--- config.mk ---
export PLATFORM = sky130hd
export DESIGN_NAME = iwd_decoder
export DESIGN_NICKNAME = d
export VERILOG_FILES = /design/src/iwd_pkg.sv /design/src/iwd_phase.sv /design/src/iwd_decoder.sv
export VERILOG_INCLUDE_DIRS = /design/src
export SDC_FILE = /design/constraint.sdc
export NUM_CORES = 1
export LEC_CHECK = 0
export ABC_AREA = 0
export BUFFER_PORTS_ARGS = -buffer_cell sky130_fd_sc_hd__buf_2
export CAP_MARGIN = 20
export CORE_MARGIN = 4
export CORE_UTILIZATION = 35
export CTS_BUF_LIST = sky130_fd_sc_hd__clkbuf_4 sky130_fd_sc_hd__clkbuf_8
export CTS_CLUSTER_SIZE = 28
export DETAILED_ROUTE_END_ITERATION = 8
export GPL_ROUTABILITY_DRIVEN = 0
export GPL_TIMING_DRIVEN = 0
export SETUP_SLACK_MARGIN = 0.02
export SYNTH_ARGS = -nofsm -noshare
export SYNTH_HDL_FRONTEND = slang
export SYNTH_SLANG_ARGS = --single-unit
--- constraint.sdc ---
create_clock -name ref_clk -period 1.99 [get_ports ref_clk]
set_input_delay 0 -clock ref_clk [delete_from_list [all_inputs] [get_ports ref_clk]]
set_output_delay 0 -clock ref_clk [all_outputs]
set_load 0.02 [all_outputs]
--- src/iwd_params.svh ---
// Purpose: Constants for the 14-bit instruction word decoder
// Assumes: Core clock ref_clk at 20 MHz
// Notes:   Field positions, class codes and timing counts
`ifndef IWD_PARAMS_SVH
`define IWD_PARAMS_SVH

// Word layout
`define IWD_WORD_W        14
`define IWD_CLASS_HI      13
`define IWD_CLASS_LO      12
`define IWD_BYTE_OP_HI    13
`define IWD_BYTE_OP_LO    8
`define IWD_DEST_BIT      7
`define IWD_FILE_HI       6
`define IWD_FILE_LO       0
`define IWD_BIT_OP_HI     13
`define IWD_BIT_OP_LO     10
`define IWD_BITNUM_HI     9
`define IWD_BITNUM_LO     7
`define IWD_LIT8_HI       7
`define IWD_LIT11_HI      10
`define IWD_JMP_OP_LO     11
`define IWD_SUB_HI        11
`define IWD_SUB_LO        10

// Class codes in bits 13:12
`define IWD_CLS_BYTE      2'h0
`define IWD_CLS_BIT       2'h1
`define IWD_CLS_JUMP      2'h2
`define IWD_CLS_LIT       2'h3

// Bit-class sub-opcodes in bits 11:10
`define IWD_SUB_SKIP_CLR  2'h2
`define IWD_SUB_SKIP_SET  2'h3

// Fixed control words
`define IWD_W_STANDBY     14'h0063
`define IWD_W_RETURN      14'h0008
`define IWD_W_RETFIE      14'h0009
`define IWD_W_WDOG_CLR    14'h0064

// Byte-class opcodes that skip (decrement/increment and skip on zero)
`define IWD_OP_DECSZ      6'h0b
`define IWD_OP_INCSZ      6'h0f
// Literal-class return with literal: bits 13:10 = 1101
`define IWD_OP_RETLIT     4'hd

// Oscillator periods per instruction cycle
`define IWD_OSC_PER_CYC   4
`define IWD_PHASE_W       2

`endif

--- src/iwd_pkg.sv ---
// Purpose: Types for the instruction word decoder
// Assumes: Used together with iwd_params.svh
// Notes:   Types only; numbers live in the header
package iwd_pkg;

    typedef enum logic [1:0] {
        IWD_CLS_BYTE_E = 2'h0,
        IWD_CLS_BIT_E  = 2'h1,
        IWD_CLS_JUMP_E = 2'h2,
        IWD_CLS_LIT_E  = 2'h3
    } iwd_class_t;

    typedef enum logic [1:0] {
        IWD_ST_IDLE  = 2'h0,
        IWD_ST_EXEC  = 2'h1,
        IWD_ST_FLUSH = 2'h2
    } iwd_state_t;

endpackage

--- src/iwd_phase.sv ---
// Purpose: Quarter-phase counter making one instruction cycle of four clocks
// Assumes: ref_clk stands for the oscillator period
// Notes:   cyc_end pulses on the last of the four periods
`timescale 1ns/100ps
`include "iwd_params.svh"

module iwd_phase (
    // Clock and reset
    input  wire logic                     ref_clk,
    input  wire logic                     rst,
    // Phase outputs
    output logic [`IWD_PHASE_W-1:0]       phase,
    output logic                          cyc_end
);

    typedef struct packed {
        logic [`IWD_PHASE_W-1:0] cnt;
    } iwd_ph_st_t;

    iwd_ph_st_t s_q;
    iwd_ph_st_t s_d;

    // Free-running count, wraps every instruction cycle
    always_comb begin
        s_d     = s_q;
        s_d.cnt = s_q.cnt + `IWD_PHASE_W'(1);
    end

    always_ff @(posedge ref_clk or posedge rst) begin
        if (rst) begin
            s_q <= '0;
        end else begin
            s_q <= s_d;
        end
    end

    assign phase   = s_q.cnt;
    assign cyc_end = (s_q.cnt == `IWD_PHASE_W'(`IWD_OSC_PER_CYC - 1));
endmodule

--- src/iwd_decoder.sv ---
// Purpose: Decode 14-bit instruction words into fields and cycle timing
// Assumes: Fetch path offers one word per instruction cycle, all on ref_clk
// Notes:   Outputs other than cycle_start are registered at the end of each instruction cycle
`timescale 1ns/100ps
`include "iwd_params.svh"

// Functional notes
// - Take one 14-bit word, split opcode/operands
// - Byte ops: opcode 13:8, dest 7, file 6:0
// - Dest zero targets accumulator, one targets register
// - File address spans 0x00 to 0x7F
// - Bit ops: opcode 13:10, bit 9:7, file
// - Literal 8 bits; jump/call opcode 13:11, 11-bit constant
// - Don't-care bits never change decoding
// - One cycle; taken skip/branch adds no-op cycle
// - Instruction cycle equals four oscillator periods
// - Bit test skip clear 10, set 11
// - Recognise standby word, flag status effect
module iwd_decoder (
    // Clock and reset
    input  wire logic                      ref_clk,
    input  wire logic                      rst,
    // Fetch side
    input  wire logic [`IWD_WORD_W-1:0]    instr_word,
    input  wire logic                      instr_valid,
    // Datapath condition for skips (test true)
    input  wire logic                      cond_true,
    // Decoded fields
    output logic [1:0]                     instr_class,
    output logic [5:0]                     opcode,
    output logic                           dest_to_reg,
    output logic                           dest_to_acc,
    output logic [6:0]                     file_addr,
    output logic [2:0]                     bit_sel,
    output logic [7:0]                     lit8,
    output logic [10:0]                    lit11,
    // Decoded events
    output logic                           bit_test_skip_clear,
    output logic                           bit_test_skip_set,
    output logic                           is_standby,
    output logic                           status_touch,
    output logic                           changes_program_counter,
    // Timing
    output logic                           cycle_start,
    output logic                           exec_nop,
    output logic                           busy_two_cycle
);

    typedef struct packed {
        iwd_pkg::iwd_state_t st;
        logic [1:0]          cls;
        logic [5:0]          op;
        logic                dreg;
        logic [6:0]          faddr;
        logic [2:0]          bsel;
        logic [7:0]          l8;
        logic [10:0]         l11;
        logic                skc;
        logic                sks;
        logic                stby;
        logic                stat;
        logic                pcchg;
        logic                nop;
    } iwd_dec_st_t;

    iwd_dec_st_t s_q;
    iwd_dec_st_t s_d;

    logic [`IWD_PHASE_W-1:0] phase;
    logic                    cyc_end;

    // four-period instruction cycle
    // Instruction cycle timing
    iwd_phase u_phase (
        .ref_clk (ref_clk),
        .rst     (rst),
        .phase   (phase),
        .cyc_end (cyc_end)
    );

    // Does this word rewrite the program counter
    function automatic logic pc_write(input logic [`IWD_WORD_W-1:0] w);
        logic r;
        r = 1'b0;
        if (w[`IWD_CLASS_HI:`IWD_CLASS_LO] == `IWD_CLS_JUMP) begin
            r = 1'b1;
        end else if (w == `IWD_W_RETURN || w == `IWD_W_RETFIE) begin
            r = 1'b1;
        end else if (w[`IWD_CLASS_HI:`IWD_CLASS_LO] == `IWD_CLS_LIT
                     && w[13:10] == `IWD_OP_RETLIT) begin
            r = 1'b1;
        end else if (w[`IWD_CLASS_HI:`IWD_CLASS_LO] == `IWD_CLS_BYTE
                     && w[7] && w[6:0] == 7'h02) begin
            r = 1'b1; // Writing the counter's low byte register
        end
        return r;
    endfunction

    // Does this word hold a conditional skip
    function automatic logic is_skip(input logic [`IWD_WORD_W-1:0] w);
        logic r;
        r = 1'b0;
        if (w[`IWD_CLASS_HI:`IWD_CLASS_LO] == `IWD_CLS_BIT
            && w[`IWD_SUB_HI]) begin
            r = 1'b1;
        end else if (w[`IWD_CLASS_HI:`IWD_CLASS_LO] == `IWD_CLS_BYTE
                     && (w[13:8] == `IWD_OP_DECSZ || w[13:8] == `IWD_OP_INCSZ)) begin
            r = 1'b1;
        end
        return r;
    endfunction

    // Next-state decode, taken once per instruction cycle
    always_comb begin
        s_d = s_q;
        if (cyc_end) begin
            s_d.nop = 1'b0;
            if (s_q.st == iwd_pkg::IWD_ST_EXEC && (s_q.pcchg
                || ((s_q.skc || s_q.sks || s_q.op == `IWD_OP_DECSZ
                     || s_q.op == `IWD_OP_INCSZ) && s_q.cls != `IWD_CLS_LIT
                    && s_q.cls != `IWD_CLS_JUMP && cond_true
                    && (s_q.cls == `IWD_CLS_BIT || s_q.op[5:4] == 2'h0)))) begin
                s_d.st    = iwd_pkg::IWD_ST_FLUSH;
                s_d.nop   = 1'b1;
                s_d.skc   = 1'b0;
                s_d.sks   = 1'b0;
                s_d.stby  = 1'b0;
                s_d.stat  = 1'b0;
                s_d.pcchg = 1'b0;
            end else if (instr_valid) begin
                s_d.st = iwd_pkg::IWD_ST_EXEC;
                s_d.cls = instr_word[`IWD_CLASS_HI:`IWD_CLASS_LO];
                s_d.op = instr_word[`IWD_BYTE_OP_HI:`IWD_BYTE_OP_LO];
                s_d.dreg = instr_word[`IWD_DEST_BIT];
                s_d.faddr = instr_word[`IWD_FILE_HI:`IWD_FILE_LO];
                s_d.bsel = instr_word[`IWD_BITNUM_HI:`IWD_BITNUM_LO];
                s_d.l8  = instr_word[`IWD_LIT8_HI:0];
                s_d.l11 = instr_word[`IWD_LIT11_HI:0];
                if (instr_word[`IWD_CLASS_HI:`IWD_CLASS_LO] == `IWD_CLS_JUMP) begin
                    s_d.op = {3'h0, instr_word[`IWD_BYTE_OP_HI:`IWD_JMP_OP_LO]};
                end else if (instr_word[`IWD_CLASS_HI:`IWD_CLASS_LO] == `IWD_CLS_BIT) begin
                    s_d.op = {2'h0, instr_word[`IWD_BIT_OP_HI:`IWD_BIT_OP_LO]};
                end else if (instr_word[`IWD_CLASS_HI:`IWD_CLASS_LO] == `IWD_CLS_LIT) begin
                    s_d.op = instr_word[`IWD_BYTE_OP_HI:`IWD_BYTE_OP_LO];
                    if (!instr_word[`IWD_SUB_HI]) begin
                        s_d.op[1:0] = 2'h0; // Move and return forms: bits 9:8 free
                    end else if (instr_word[`IWD_SUB_LO]) begin
                        s_d.op[0] = 1'b0; // Add/subtract forms: bit 8 free
                    end
                end
                s_d.skc = instr_word[`IWD_CLASS_HI:`IWD_CLASS_LO] == `IWD_CLS_BIT
                          && instr_word[`IWD_SUB_HI:`IWD_SUB_LO] == `IWD_SUB_SKIP_CLR;
                s_d.sks = instr_word[`IWD_CLASS_HI:`IWD_CLASS_LO] == `IWD_CLS_BIT
                          && instr_word[`IWD_SUB_HI:`IWD_SUB_LO] == `IWD_SUB_SKIP_SET;
                s_d.stby  = instr_word == `IWD_W_STANDBY;
                s_d.stat  = instr_word == `IWD_W_STANDBY || instr_word == `IWD_W_WDOG_CLR;
                s_d.pcchg = pc_write(instr_word);
                if (!is_skip(instr_word)) begin
                    s_d.skc = 1'b0;
                end
            end else begin
                s_d.st    = iwd_pkg::IWD_ST_IDLE;
                s_d.skc   = 1'b0;
                s_d.sks   = 1'b0;
                s_d.stby  = 1'b0;
                s_d.stat  = 1'b0;
                s_d.pcchg = 1'b0;
            end
        end
    end

    always_ff @(posedge ref_clk or posedge rst) begin
        if (rst) begin
            s_q <= '0;
        end else begin
            s_q <= s_d;
        end
    end

    // Registered field outputs
    assign instr_class             = s_q.cls;
    assign opcode                  = s_q.op;
    assign dest_to_reg             = s_q.dreg && s_q.cls == `IWD_CLS_BYTE;
    assign dest_to_acc             = !s_q.dreg && s_q.cls == `IWD_CLS_BYTE;
    assign file_addr               = s_q.faddr;
    assign bit_sel                 = s_q.bsel;
    assign lit8                    = s_q.l8;
    assign lit11                   = s_q.l11;
    assign bit_test_skip_clear     = s_q.skc;
    assign bit_test_skip_set       = s_q.sks;
    assign is_standby              = s_q.stby;
    assign status_touch            = s_q.stat;
    assign changes_program_counter = s_q.pcchg;
    assign exec_nop                = s_q.nop;
    assign busy_two_cycle          = s_q.st == iwd_pkg::IWD_ST_FLUSH;
    assign cycle_start             = phase == `IWD_PHASE_W'(0);
endmodule

==> metrics.md <==
| Metric | Value |
|---|---|
| WP buf/inv | `1` |
| Min Tclk post-route | `1.810 ns` |
| CTS tree | `done` |
| Via density | `4.560` |
| Postcts setup bufs | `0` |
| Die Y | `76.36 um` |
| Pwr per Cell Area | `693.1 nW/um2` |
| Worst relative slew slack | `65.90%` |
| Number of fill cells | `419` |
| Final WL | `3.506 mm` |
| Initial antenna violation count | `0` |
| DRC Markers | `0` |
| DR WL met3 | `230 um` |
| Yosys top cell area share | `41.32%` |
| CTS-repair resized insts | `0` |
| CP arrival | `1.97 ns` |
| Fin. max-slew vios | `0` |
| Commonest non-fill, non-tap cell in the layout | `buf_2` |
| # diodes | `0` |
| EDFF count, synth | `0` |
| Worst hold margin | `0.01120 ns` |
| Drt pass-1 iters | `4` |
| Crit path cell chain | `ha_1, nand2_1, a21o_1, a31oi_4, buf_8, mux2_4` |
| I/O Pins | `65` |
| Die W | `76.36 um` |
| Starting density of the core | `36.80%` |
| Max_cap viols | `0` |
| DRT met1 WL | `1.578 mm` |
| Main synth FF type | `dfrtp_1` |
| Worst Setup Path Type | `register to register` |
| Clock Sinks | `27` |
| CTS H-Tree Depth | `1` |
| Reg clk slew, reported paths | `0.09 ns` |
| CP Data Required Time | `2.15 ns` |
| Crit share post-route | `90.94%` |
| Final net count | `244` |
| Max Clock Freq | `552.6 MHz` |
| Crit-path max FO | `10` |
| Clock Path Buffers | `2` |
| Top sig layer | `met4` |
| Setup Skew | `0.004449 ns` |
| Synthesized area | `1635 um2` |
| Most frequent cells in the layout | `buf_2 (63), buf_4 (37), dfrtp_1 (27)` |
| CTS buffer count | `3` |
| Mean Syn Cell Area | `10.98 um2` |
| Critical path's slowest cell | `dfrtp_1` |
| Global-route congestion overflow total | `0` |
| Total negative setup slack | `0 ns` |
| Final Hold Vio Count | `0` |
| # setup viols final | `0` |
| Synthesis Warnings | `0` |
| Lkg Pwr | `1.119 nW` |
| WL met2 | `1.655 mm` |
| Pin count of the biggest net entering global routing | `28` |
| Synth area leaders | `dfrtp_1 (41%), buf_4 (17%), mux2_4 (8.3%), mux2_2 (4.8%), nand2_1 (2.3%)` |
| PortBufs | `63` |
| Hpwl dp | `2.707 mm` |
| Die area | `5830 um2` |
| Net count after synthesis | `169` |
| Skew-Pair Late Insertion Delay | `0.27 ns` |
| Worst vdd ir | `292.6 uV` |
| Core ar. | `4444 um2` |
| Worst Hold Class | `primary input to register` |
| Root Driver | `clkbuf_8` |
| Register bit count reported by yosys | `27` |
| Num rows | `24` |
| Drt wl/cell | `12.75 um` |
| Layout cells sized above 1 | `56.95%` |
| Crit. End Element | `register` |
| Cell taking the most area after synthesis | `dfrtp_1` |
| Mapped Cells | `149` |
| Startpoint types | `register` |
| Ys async rst share | `100.0%` |
| Util after Layout | `48.42%` |
| GRT Overall Usage | `11.85%` |
| Sequential share of the synthesized area | `41.32%` |
| RSZ-0062 raised after global routing | `no` |
| P&R area growth vs syn | `31.60%` |
| Slowest stage delay, CP | `0.36 ns` |
| Status | `complete, no violations` |
| Top Family by Delay on Critical Path | `compound AO/OA/AOI/OAI gates` |
| Synth cell types | `35` |
| Slew at the pin closest to its max-slew limit | `0.5115 ns` |
| Final antenna-violating net count | `0` |
| First-pass GRT wire length | `5.671 mm` |
| DRT iter0 DRCs | `47` |
| Vias in the first global route | `1163` |
| Vias after detailed routing | `1254` |
flip-flops by register name, indices dropped and copies added, names as in the netlist:
signal,cells
lit8,1
changes_program_counter,1
bit_test_skip_set,1
lit11,2
opcode,5
status_touch,1
bit_test_skip_clear,1
file_addr,6
is_standby,1
bit_sel,2
s_q,2
u_phase.phase,2
instr_class,2
metrics by stage:
step           cell area, um2  power [W]  instances  worst slack (ns)
2_1_floorplan            1635   0.001023        149            0.3358
3_3_place_gp             2016   0.001161        264            0.1613
3_5_place_dp             2016   0.001169        264            0.1697
4_1_cts                  2115   0.001503        273            0.1615
5_1_grt                  2152   0.001577        275            0.1185
6_report                 2152   0.001492        275            0.1803
where the power goes:
| group | internal [W] | total [W] | switching (W) |
|---|---|---|---|
| sequential | 0.000599 | 0.000648 | 0.0000490 |
| clock | 0.000157 | 0.000324 | 0.000167 |
| combinational | 0.000268 | 0.000520 | 0.000252 |
final timing paths:
check / end / start / cells after the start / slack (ns)
setup reg to reg: opcode[2] / u_phase.phase[0] / 6 / 0.18
max in group asynchronous: u_phase.phase[0] / rst / 4 / 1.27
hold reg to reg: u_phase.phase[0] / u_phase.phase[0] / 1 / 0.45
setup / recovery: opcode[2] / u_phase.phase[0] / 6 / 0.18
hold / removal: bit_sel[1] / instr_word[8] / 2 / 0.01
min in group asynchronous: lit11[10] / rst / 3 / 0.28
kinds of logic (layout without fill, tap and decap cells):
logic type,count (synthesis),count (layout),share of synthesized area (%)
compound gates,19,19,10.25
xor+xnor,1,1,0.5357
fa+ha+maj,2,2,1.530
buf+inv,50,124,21.12
flops,27,27,41.32
mux,19,19,14.92
simple gates,31,31,10.33
worst reg2reg max path: stages (launching register included):
cell,delay (ns)
dfrtp_1,0.36
ha_1,0.22
nand2_1,0.08
a21o_1,0.19
a31oi_4,0.35
buf_8,0.20
mux2_4,0.31
repair_timing:
action                                 in CTS  in global routing
setup endpoints to repair                   0                  0
hold buffers                                5                  1
endpoints found under the hold margin       5                  9
layout make-up:
cell class              count  area [um2]  share of cell area, %
plain buffers              41       311.5                  14.48
clock buffers               4       48.80                  2.267
inverters                   9       33.78                  1.570
multi-input cells          72       614.3                  28.55
flip-flops and latches     27       675.6                  31.40
well taps                  52       65.06                  3.023
repair buffers             70       402.9                  18.72
metal layers:
layer,global-route usage [%],up-vias
li1,-,625
met1,15.81,578
met2,18.98,47
met3,2.719,4
met4,3.804,0
met5,0,-
cell usage after synthesis (2+ instances only):
cell and count:
mux2_2 7, buf_4 37, a21oi_1 2, nor2_1 5, a22o_1 2, a21o_1 2, clkbuf_1 2, nand2_1 10
ha_1 2, inv_1 9, dfrtp_1 27, a32o_1 2, nor3_1 4, mux2_4 9, mux2i_1 3, nor2b_1 4
o2bb2ai_1 2, o21ai_0 3
No activity file was read; power rests on OpenSTA's default activity.
